## src/pkg/srls_pkg.sv

```systemverilog
// constants for the latch source selection block
package srls_pkg;
   localparam logic [31:0] ADDR_CONTROL  = 32'h0000_0000;
   localparam logic [31:0] ADDR_ENABLES  = 32'h0000_0004;
   localparam logic [31:0] ADDR_STATUS   = 32'h0000_0008;
   localparam logic [7:0]  CONTROL_RESET = 8'h00;
   localparam logic [7:0]  ENABLES_RESET = 8'h00;
   localparam int BIT_SET_PIN   = 7;
   localparam int BIT_SET_CLK   = 6;
   localparam int BIT_SET_C2    = 5;
   localparam int BIT_SET_C1    = 4;
   localparam int BIT_CLR_PIN   = 3;
   localparam int BIT_CLR_CLK   = 2;
   localparam int BIT_CLR_C2    = 1;
   localparam int BIT_CLR_C1    = 0;
   localparam logic [1:0] HTRANS_NONSEQ = 2'h2;
   localparam logic [1:0] HTRANS_SEQ    = 2'h3;
   localparam logic [31:0] WORD_MASK    = 32'h0000_00FF;
endpackage

```

## src/srls_or4.sv

```systemverilog
// enable-gated or of four latch sources
module srls_or4 (
   input  wire logic [3:0] src,
   input  wire logic [3:0] en,
   output logic            hit
);
   assign hit = |(src & en);
endmodule

```

## src/srls_source_select.sv

```systemverilog
// latch source selection with ahb-lite register access
// Behaviour
// RULE1: with the set-from-pin enable high, a high input pin sets the latch.
// RULE2: with the clear-from-pin enable high, a high input pin resets it.
// RULE3: with the set-from-clock enable high, each pulse clock pulse sets.
// RULE4: with the clear-from-clock enable high, each pulse clock pulse resets.
// RULE5: all eight enables are read/write and clear to zero on reset.
// RULE6: comparator enables add to the sources, all ORed per input.
//
// The implementer's own choices: the address map and the AHB-Lite interface to the registers.
module srls_source_select (
   input  wire logic        ref_clk,
   input  wire logic        reset,
   input  wire logic        hsel,
   input  wire logic [31:0] haddr,
   input  wire logic [1:0]  htrans,
   input  wire logic        hwrite,
   input  wire logic [2:0]  hsize,
   input  wire logic [31:0] hwdata,
   input  wire logic        hready,
   output logic [31:0]      hrdata,
   output logic             hreadyout,
   output logic             hresp,
   input  wire logic        latch_ext_input,
   input  wire logic        latch_pulse_clock,
   input  wire logic        comp1_out,
   input  wire logic        comp2_out,
   output logic             latch_set,
   output logic             latch_clear,
   output logic [7:0]       latch_control
);
   logic [7:0]  enables_reg;
   logic [7:0]  control_reg;
   logic        wr_pend_reg;
   logic [31:0] wr_addr_reg;
   logic [31:0] rd_data_reg;
   logic        set_hit;
   logic        clr_hit;
   logic        take;
   logic [31:0] rd_next;

   assign take = hsel && hready && htrans[1];

   // read mux for the address phase
   always_comb begin
      rd_next = '0;
      if (haddr == srls_pkg::ADDR_CONTROL) begin
         rd_next = {24'h00_0000, control_reg};
      end else if (haddr == srls_pkg::ADDR_ENABLES) begin
         rd_next = {24'h00_0000, enables_reg}; // RULE5
      end else if (haddr == srls_pkg::ADDR_STATUS) begin
         rd_next = {24'h00_0000, 6'h00, clr_hit, set_hit};
      end
   end

   always_ff @(posedge ref_clk or posedge reset) begin
      if (reset) begin
         wr_pend_reg <= 1'b0;
         wr_addr_reg <= '0;
         rd_data_reg <= '0;
      end else if (take) begin
         wr_pend_reg <= hwrite;
         wr_addr_reg <= haddr;
         rd_data_reg <= hwrite ? '0 : rd_next;
      end else if (hready) begin
         wr_pend_reg <= 1'b0;
      end
   end

   always_ff @(posedge ref_clk or posedge reset) begin
      if (reset) begin
         enables_reg <= srls_pkg::ENABLES_RESET; // RULE5
      end else if (wr_pend_reg &&
                   wr_addr_reg == srls_pkg::ADDR_ENABLES) begin
         enables_reg <= hwdata[7:0]; // RULE5
      end
   end

   always_ff @(posedge ref_clk or posedge reset) begin
      if (reset) begin
         control_reg <= srls_pkg::CONTROL_RESET;
      end else if (wr_pend_reg &&
                   wr_addr_reg == srls_pkg::ADDR_CONTROL) begin
         control_reg <= hwdata[7:0];
      end
   end

   assign hrdata        = rd_data_reg;
   assign hreadyout     = 1'b1;
   assign hresp         = 1'b0;
   assign latch_control = control_reg;

   // set sources: pin, pulse clock, comp2, comp1
   srls_or4 u_set (
      .src ({latch_ext_input, latch_pulse_clock, comp2_out, comp1_out}),
      .en  (enables_reg[srls_pkg::BIT_SET_PIN:srls_pkg::BIT_SET_C1]),
      .hit (set_hit)
   ); // RULE1 RULE3 RULE6

   srls_or4 u_clr (
      .src ({latch_ext_input, latch_pulse_clock, comp2_out, comp1_out}),
      .en  (enables_reg[srls_pkg::BIT_CLR_PIN:srls_pkg::BIT_CLR_C1]),
      .hit (clr_hit)
   ); // RULE2 RULE4 RULE6

   always_ff @(posedge ref_clk or posedge reset) begin
      if (reset) begin
         latch_set   <= 1'b0;
         latch_clear <= 1'b0;
      end else begin
         latch_set   <= set_hit; // RULE1
         latch_clear <= clr_hit; // RULE2
      end
   end

   set_pin_a: assert property (@(posedge ref_clk) disable iff (reset) // RULE1
      latch_ext_input && enables_reg[srls_pkg::BIT_SET_PIN] |=> latch_set)
      else $error("pin did not set latch");
   clr_pin_a: assert property (@(posedge ref_clk) disable iff (reset) // RULE2
      latch_ext_input && enables_reg[srls_pkg::BIT_CLR_PIN] |=> latch_clear)
      else $error("pin did not clear latch");
   set_clk_a: assert property (@(posedge ref_clk) disable iff (reset) // RULE3
      latch_pulse_clock && enables_reg[srls_pkg::BIT_SET_CLK] |=> latch_set)
      else $error("pulse clock did not set");
   clr_clk_a: assert property (@(posedge ref_clk) disable iff (reset) // RULE4
      latch_pulse_clock && enables_reg[srls_pkg::BIT_CLR_CLK]
      |=> latch_clear)
      else $error("pulse clock did not clear");
   no_en_a: assert property (@(posedge ref_clk) disable iff (reset) // RULE6
      enables_reg == 8'h00 |=> !latch_set && !latch_clear)
      else $error("output without enable");
   comp_set_a: assert property (@(posedge ref_clk) disable iff (reset) // RULE6
      (comp1_out && enables_reg[srls_pkg::BIT_SET_C1]) ||
      (comp2_out && enables_reg[srls_pkg::BIT_SET_C2]) |=> latch_set)
      else $error("comparator did not set");
   comp_clr_a: assert property (@(posedge ref_clk) disable iff (reset) // RULE6
      (comp1_out && enables_reg[srls_pkg::BIT_CLR_C1]) ||
      (comp2_out && enables_reg[srls_pkg::BIT_CLR_C2]) |=> latch_clear)
      else $error("comparator did not clear");
   en_write_a: assert property (@(posedge ref_clk) disable iff (reset) // RULE5
      take && hwrite && haddr == srls_pkg::ADDR_ENABLES
      ##1 1 |=> enables_reg == $past(hwdata[7:0]))
      else $error("enable write lost");
   en_read_a: assert property (@(posedge ref_clk) disable iff (reset) // RULE5
      take && !hwrite && haddr == srls_pkg::ADDR_ENABLES
      |=> hrdata[7:0] == $past(enables_reg))
      else $error("enable readback wrong");

   // register state only moves on a write or a reset
   en_hold_a: assert property (@(posedge ref_clk) disable iff (reset) // RULE5
      !(take && hwrite && haddr == srls_pkg::ADDR_ENABLES)
      ##1 1 |=> $stable(enables_reg))
      else $error("enables changed without write");
   en_reset_a: assert property (@(posedge ref_clk) // RULE5
      $past(reset) |-> enables_reg == srls_pkg::ENABLES_RESET &&
      !latch_set && !latch_clear)
      else $error("enables not cleared by reset");

   // a disabled source must never reach its input
   set_pin_off_a: assert property (@(posedge ref_clk) // RULE1
      disable iff (reset)
      !enables_reg[srls_pkg::BIT_SET_PIN] &&
      !(latch_pulse_clock && enables_reg[srls_pkg::BIT_SET_CLK]) &&
      !(comp2_out && enables_reg[srls_pkg::BIT_SET_C2]) &&
      !(comp1_out && enables_reg[srls_pkg::BIT_SET_C1]) |=> !latch_set)
      else $error("disabled pin reached set");
   clr_pin_off_a: assert property (@(posedge ref_clk) // RULE2
      disable iff (reset)
      !enables_reg[srls_pkg::BIT_CLR_PIN] &&
      !(latch_pulse_clock && enables_reg[srls_pkg::BIT_CLR_CLK]) &&
      !(comp2_out && enables_reg[srls_pkg::BIT_CLR_C2]) &&
      !(comp1_out && enables_reg[srls_pkg::BIT_CLR_C1]) |=> !latch_clear)
      else $error("disabled pin reached clear");
   set_clk_off_a: assert property (@(posedge ref_clk) // RULE3
      disable iff (reset)
      !enables_reg[srls_pkg::BIT_SET_CLK] &&
      !(latch_ext_input && enables_reg[srls_pkg::BIT_SET_PIN]) &&
      !(comp2_out && enables_reg[srls_pkg::BIT_SET_C2]) &&
      !(comp1_out && enables_reg[srls_pkg::BIT_SET_C1]) |=> !latch_set)
      else $error("disabled pulse clock reached set");
   clr_clk_off_a: assert property (@(posedge ref_clk) // RULE4
      disable iff (reset)
      !enables_reg[srls_pkg::BIT_CLR_CLK] &&
      !(latch_ext_input && enables_reg[srls_pkg::BIT_CLR_PIN]) &&
      !(comp2_out && enables_reg[srls_pkg::BIT_CLR_C2]) &&
      !(comp1_out && enables_reg[srls_pkg::BIT_CLR_C1]) |=> !latch_clear)
      else $error("disabled pulse clock reached clear");
   set_c2_off_a: assert property (@(posedge ref_clk) // RULE6
      disable iff (reset)
      !enables_reg[srls_pkg::BIT_SET_C2] &&
      !(latch_ext_input && enables_reg[srls_pkg::BIT_SET_PIN]) &&
      !(latch_pulse_clock && enables_reg[srls_pkg::BIT_SET_CLK]) &&
      !(comp1_out && enables_reg[srls_pkg::BIT_SET_C1]) |=> !latch_set)
      else $error("disabled comparator 2 reached set");
   set_c1_off_a: assert property (@(posedge ref_clk) // RULE6
      disable iff (reset)
      !enables_reg[srls_pkg::BIT_SET_C1] &&
      !(latch_ext_input && enables_reg[srls_pkg::BIT_SET_PIN]) &&
      !(latch_pulse_clock && enables_reg[srls_pkg::BIT_SET_CLK]) &&
      !(comp2_out && enables_reg[srls_pkg::BIT_SET_C2]) |=> !latch_set)
      else $error("disabled comparator 1 reached set");
   clr_c2_off_a: assert property (@(posedge ref_clk) // RULE6
      disable iff (reset)
      !enables_reg[srls_pkg::BIT_CLR_C2] &&
      !(latch_ext_input && enables_reg[srls_pkg::BIT_CLR_PIN]) &&
      !(latch_pulse_clock && enables_reg[srls_pkg::BIT_CLR_CLK]) &&
      !(comp1_out && enables_reg[srls_pkg::BIT_CLR_C1]) |=> !latch_clear)
      else $error("disabled comparator 2 reached clear");
   clr_c1_off_a: assert property (@(posedge ref_clk) // RULE6
      disable iff (reset)
      !enables_reg[srls_pkg::BIT_CLR_C1] &&
      !(latch_ext_input && enables_reg[srls_pkg::BIT_CLR_PIN]) &&
      !(latch_pulse_clock && enables_reg[srls_pkg::BIT_CLR_CLK]) &&
      !(comp2_out && enables_reg[srls_pkg::BIT_CLR_C2]) |=> !latch_clear)
      else $error("disabled comparator 1 reached clear");

   set_cv: cover property (@(posedge ref_clk) disable iff (reset)
      latch_set);
   clr_cv: cover property (@(posedge ref_clk) disable iff (reset)
      latch_clear);
   wr_cv: cover property (@(posedge ref_clk) disable iff (reset)
      take && hwrite && haddr == srls_pkg::ADDR_ENABLES);
   comp_cv: cover property (@(posedge ref_clk) disable iff (reset)
      comp1_out && enables_reg[srls_pkg::BIT_SET_C1] ##1 latch_set);
   stat_cv: cover property (@(posedge ref_clk) disable iff (reset)
      take && !hwrite && haddr == srls_pkg::ADDR_STATUS);
endmodule

```

## config.mk

```make
export PLATFORM = sky130hd
export DESIGN_NAME = srls_source_select
export DESIGN_NICKNAME = d
export VERILOG_FILES = /design/src/pkg/srls_pkg.sv /design/src/srls_or4.sv /design/src/srls_source_select.sv
export SDC_FILE = /design/constraint.sdc
export NUM_CORES = 1
export LEC_CHECK = 0
export ABC_AREA = 1
export BUFFER_PORTS_ARGS = -buffer_cell sky130_fd_sc_hd__buf_2
export CAP_MARGIN = 5
export CORE_UTILIZATION = 49
export CTS_CLUSTER_SIZE = 16
export DETAILED_ROUTE_END_ITERATION = 10
export GPL_TIMING_DRIVEN = 0
export PLACE_DENSITY = 0.88
export SLEW_MARGIN = 20
export SYNTH_ARGS = -nofsm -noshare
export SYNTH_HDL_FRONTEND = slang
export SYNTH_SLANG_ARGS = --single-unit
```

## constraint.sdc

```tcl
create_clock -name ref_clk -period 1.8 [get_ports ref_clk]
set_input_delay 0.09 -clock ref_clk [delete_from_list [all_inputs] [get_ports ref_clk]]
set_output_delay 0.09 -clock ref_clk [all_outputs]
set_load 0.005 [all_outputs]
```

==> Word-level counts from Yosys, hierarchy flattened <==
Index checks and enable logic that the tools add are counted.
{ "word_totals": {"out_inout_bits": 44, "word_cells": 27, "ff_bits": 83, "in_bits": 78} }
{ "classes": {"muxes": 6, "n_reduce_logical": 9, "n_bitwise": 2, "n_eq_ne": 3} }
{ "op_table": {"columns": ["op", "count"], "rows": [
  ["== test 32 x 3 -> 1 bit (second input constant)", 2],
  ["logical NOT 32 bit", 2],
  ["== test 32 x 4 -> 1 bit (second input constant)", 1],
  ["two-way mux 32 bit", 1],
  ["two-way mux 8 bit", 2],
  ["AND 4 bit", 2],
  ["OR reduction 4 bit", 2],
  ["logical AND 1 bit", 4],
  ["two-way mux 1 bit", 2],
  ["two-way mux 2 bit", 1],
  ["nonzero test 2 bit", 1]
]} }

==> Longest topological paths before layout <==
{ "logic_depth": {"word_depth": 6, "ltp_mapped": 9, "mapped_depth_nobuf": 9} }

==> Modules after synthesis <==
Synthesis repeated with hierarchy kept, for this count alone.
{ "unflattened": {"cells_unflattened": 422, "area_unflattened_um2": 3155.5} }
{ "by_module_without_submodules": {"columns": ["mod", "area_each_um2", "n_inst", "seq_area_each_um2", "cells_each"], "rows": [
  ["srls_source_select", 3088.0, 1, 1476.4, 404],
  ["srls_or4", 33.8, 2, 0.0, 9]
]} }

==> Worst setup path after synthesis <==
No wires, ideal clock.
{ "synth_path": {"kind": "register -> register", "from": "reg wr_addr_reg[23]", "to": "reg enables_reg[0]", "setup_time_ns": 0.118, "path_stages_with_launch": 9, "slack_ns": 0.571, "n_path_buf": 0, "t_arrival_ns": 1.111, "required_time_ns": 1.682, "synth_period_minus_slack_ns": 1.229, "cell_sequence": "dfrtp_1 -> inv_1 -> nand2_1 -> nor3_1 -> nand2_1 -> nor3_2 -> nand3_1 -> nand2_1 -> nand2_1"} }
{ "synth_between": {"elab_chain_cells": 2} }
{ "synth_lines": {"columns": ["item", "line", "source"], "rows": [
  ["start: declaration", "srls_source_select.sv:35", "logic [31:0] wr_addr_reg;"],
  ["start signal: assignment", "srls_source_select.sv:63", "wr_addr_reg <= haddr;"],
  ["== test 32 x 3 -> 1 bit", "srls_source_select.sv:74", "wr_addr_reg == srls_pkg::ADDR_ENABLES) begin"],
  ["logical AND 1 bit", "srls_source_select.sv:73", "end else if (wr_pend_reg &&"],
  ["end signal: assignment", "srls_source_select.sv:72", "enables_reg <= srls_pkg::ENABLES_RESET;"],
  ["end signal: assignment", "srls_source_select.sv:75", "enables_reg <= hwdata[7:0];"],
  ["end: declaration", "srls_source_select.sv:32", "logic [7:0] enables_reg;"]
]} }
Every way passes these cells.
A chain may end at the register's enable or synchronous reset.

==> Worst setup path in the final report <==
{ "layout_path": {"from": "reg wr_addr_reg[23]", "to": "reg enables_reg[6]"} }
The elaborated chain is that of the path after synthesis.

==> impl_metrics.prom <==
# TYPE chip_impl_metric gauge
chip_impl_metric{name="clk_pin_slew",unit="ps"} 70
chip_impl_metric{name="netlist.area_leader.share",unit="%"} 47.4
chip_impl_metric{name="max-cap-violations",unit=""} 0
chip_impl_info{name="critical_path.endpoint",value="enables_reg[6]"} 1
chip_impl_metric{name="ctsLongestPathBuffers",unit=""} 2
chip_impl_metric{name="layout-drive-gt1-share",unit="%"} 25.1
chip_impl_metric{name="post_synth_instance_area",unit="um^2"} 3110
chip_impl_metric{name="synthesis.area_per_instance",unit="um^2"} 7.63
chip_impl_metric{name="drt_wl_total",unit="um"} 7870
chip_impl_metric{name="static-leakage-power",unit="nW"} 2.12
chip_impl_metric{name="finalSetupViolCount",unit=""} 0
chip_impl_info{name="cts_tree",value="yes"} 1
chip_impl_info{name="crit_path_start",value="wr_addr_reg[23]"} 1
chip_impl_metric{name="synth_cell_types",unit=""} 24
chip_impl_metric{name="multi_input_comb_area",unit="um^2"} 1320
chip_impl_metric{name="final_routed_drc_violation_total",unit=""} 0
chip_impl_info{name="crit-reg2reg-launch",value="wr_addr_reg[23]"} 1
chip_impl_metric{name="timing.final.max_slew_violations",unit=""} 0
chip_impl_metric{name="die_y",unit="um"} 81.7
chip_impl_metric{name="critical_path_depth",unit=""} 8
chip_impl_metric{name="crit_path_max_fanout",unit=""} 8
chip_impl_metric{name="timing.fmax",unit="MHz"} 610
chip_impl_metric{name="gp_routability_congestion",unit=""} 0.891
chip_impl_metric{name="reg2reg_depth",unit=""} 8
chip_impl_metric{name="floorplan.io_pins",unit=""} 122
chip_impl_info{name="cts_root_buf",value="clkbuf_8"} 1
chip_impl_info{name="cell_types_occupying_the_most_area_after_synthesis",value="dfrtp_1, nand2_1, buf_4"} 1
chip_impl_metric{name="post_synthesis_to_final_layout_area_growth",unit="%"} 26.4
chip_impl_metric{name="post_drt_via_cell_ratio",unit=""} 4.97
chip_impl_metric{name="post_drt_wl_per_cell",unit="um"} 13.1
chip_impl_info{name="crit_path_end_kind",value="flip-flop"} 1
chip_impl_metric{name="antenna_violating_nets_post_route",unit=""} 0
chip_impl_metric{name="largest_net_degree_at_the_start_of_global_routing",unit=""} 60
chip_impl_metric{name="globalRouteTotalUtil",unit="%"} 25.5
chip_impl_metric{name="diodes",unit=""} 0
chip_impl_metric{name="tightestPinTransition",unit="ps"} 719
chip_impl_metric{name="critical-path-max-stage-delay",unit="ps"} 380
chip_impl_metric{name="floorplan.die.width",unit="um"} 81.7
chip_impl_metric{name="cts-resized-gates",unit=""} 0
chip_impl_metric{name="placement.io_buffers",unit=""} 67
chip_impl_metric{name="row_count",unit=""} 28
chip_impl_metric{name="min_cycle_time_layout",unit="ps"} 1640
chip_impl_metric{name="detailroute.via_count",unit=""} 2983
chip_impl_metric{name="first_global_vias",unit=""} 2909
chip_impl_metric{name="critical_path_arrival",unit="ps"} 1880
chip_impl_metric{name="synth-warning-count",unit=""} 0
chip_impl_metric{name="yosysSeqAreaShare",unit="%"} 47.4
chip_impl_metric{name="timing.reg2reg.setup_slack",unit="ps"} 160
chip_impl_metric{name="detailedPlacementHpwl",unit="um"} 5620
chip_impl_metric{name="grt_antenna_before_repair",unit=""} 0
chip_impl_metric{name="final.period_utilization",unit="%"} 91.1
chip_impl_info{name="critPathKind",value="reg -> reg"} 1
chip_impl_info{name="critical_path.reg2reg.endpoint",value="enables_reg[6]"} 1
chip_impl_info{name="rsz0062_at_grt",value="no"} 1
chip_impl_metric{name="fin_hold_ws",unit="ps"} -2.24
chip_impl_info{name="worst_path_max_delay_cell",value="dfrtp_1"} 1
chip_impl_metric{name="first_iter_violations",unit=""} 306
chip_impl_metric{name="seqCellArea",unit="um^2"} 1480
chip_impl_metric{name="cts_buffers",unit=""} 9
chip_impl_metric{name="vdd_ir_drop_max",unit="mV"} 0.446
chip_impl_metric{name="cts.repair_timing.setup_buffer_count",unit=""} 0
chip_impl_info{name="crit_family",value="simple AND/OR/NAND/NOR gates"} 1
chip_impl_metric{name="ys_seq_elements",unit=""} 59
chip_impl_metric{name="syn-instance-count",unit=""} 408
chip_impl_info{name="setup.worst_path.start_class",value="flip-flop"} 1
chip_impl_info{name="crit_path_frequent_cell",value="nand2_1"} 1
chip_impl_metric{name="first_pass_grt_wire_length",unit="um"} 12800
chip_impl_info{name="failing_checks",value="hold timing"} 1
chip_impl_info{name="yosys.area.top_type",value="dfrtp_1"} 1
chip_impl_metric{name="effective_utilization_at_floorplan",unit="%"} 51.7
chip_impl_metric{name="htree_levels",unit=""} 3
chip_impl_metric{name="gr-total-overflow",unit=""} 0
chip_impl_metric{name="critPathRequiredTime",unit="ps"} 2040
chip_impl_info{name="cp_cell_sequence",value="inv_1, nand2_1, nor3_1, nand2_1, nor3_2, nand3_1, nand2_1, nand2_1"} 1
chip_impl_info{name="status",value="finished with violations"} 1
chip_impl_metric{name="holdBufCountCts",unit=""} 10
chip_impl_metric{name="worst_skew_pair_later_pin_latency",unit="ps"} 350
chip_impl_metric{name="fill_cells",unit=""} 502
chip_impl_metric{name="total_power",unit="mW"} 3.19
chip_impl_metric{name="die_area",unit="um^2"} 6680
chip_impl_metric{name="slew_headroom",unit="%"} 52.1
chip_impl_metric{name="first_pass_iters",unit=""} 5
chip_impl_metric{name="core",unit="um^2"} 6030
chip_impl_metric{name="crit_buf_inv",unit=""} 1
chip_impl_info{name="hp-class",value="in -> reg"} 1
chip_impl_metric{name="p_per_area",unit="nW/um^2"} 812
chip_impl_metric{name="final_clock_skew",unit="ps"} 7.56
chip_impl_metric{name="report.final.hold_viol_count",unit=""} 1
chip_impl_metric{name="cts.sink_count",unit=""} 59
chip_impl_metric{name="fin_nets",unit=""} 598
chip_impl_metric{name="largest_register_ff_count",unit=""} 32
tightest hold or removal path, cell delays in order:
cell	delay (ps)
buf_2	100
inv_1	40
o21ai_0	70
power by group:
part           switching, mW  internal, mW  total [mW]
registers             0.0864          1.44        1.53
logic                  0.264         0.205       0.469
clock network          0.547         0.647        1.19
per-stage QoR:
step	utilization (%)	setup slack [ps]	cells	TNS (ps)	instance area, um^2
3_5_place_dp	60.3	231	574	0	3630
6_report	65.3	160	600	0	3930
5_1_grt	65.3	40.9	600	0	3930
4_1_cts	65.3	205	600	0	3930
2_1_floorplan	-	254	432	0	3200
3_3_place_gp	60.3	-447	574	-26250	3630
Yosys cell counts, drive strengths merged:
master and n:
dfrtp 59, o22ai 1, clkbuf 5, nand2 123, or2 1, nand3b 2, o21ai 22, conb 2
a21oi 10, nand4 7, nor2 49, inv 46, nor3 7, nor4 1, buf 30, nand3 41
mux2 2
metal layers:
metal	global-route usage (%)	wire (um)	vias up
met4	11.1	186	0
met2	43.5	3870	117
met3	4.44	528	22
met5	0	0	-
li1	-	-	1455
met1	31.7	3290	1389
cell usage in the layout, fill, tap and decap left out:
cell type / instances
nor3_2: 3
clkinvlp_4: 2
nor4_4: 1
inv_1: 43
buf_4: 27
a21oi_1: 10
conb_1: 26
o21ai_0: 22
nand3b_2: 1
dlygate4sd3_1: 10
nor3_1: 4
nand3_1: 40
or2_4: 1
mux2_2: 2
nor2_4: 3
nor2_1: 42
nand3_2: 1
clkbuf_8: 13
clkbuf_1: 5
o22ai_1: 1
clkinv_2: 1
nand4_1: 7
inv_4: 1
inv_2: 2
nor2_2: 4
nand3b_1: 1
dfrtp_1: 59
nand2_1: 123
buf_2: 70
worst min path at each step:
stage               depth (start not counted)       from               to
floorplan                                   1     hready      wr_pend_reg
global placement                            2     hready      wr_pend_reg
detailed placement                          2      reset        hrdata[1]
CTS                                         3  haddr[31]  wr_addr_reg[31]
global route                                3  haddr[24]  wr_addr_reg[24]
finish                                      3  haddr[24]  wr_addr_reg[24]
cell families after synthesis:
| family | share of synthesized area (%) |
|---|---|
| mux | 0.723 |
| other cells | 0.241 |
| buf+inv | 13.1 |
| compound gates | 5.35 |
| flops | 47.4 |
| simple gates | 33.1 |
layout make-up:
type	instances	area share, %
Clock buffer	13	4.55
Clock inverter	3	0.509
Inverter	46	4.45
Multi-Input combinational cell	292	33.5
Sequential cell	59	37.5
Timing Repair Buffer	77	11.1
Buffer	35	6.01
Tap cell	75	2.39
Note: power is estimated with default switching activity, not from simulation.
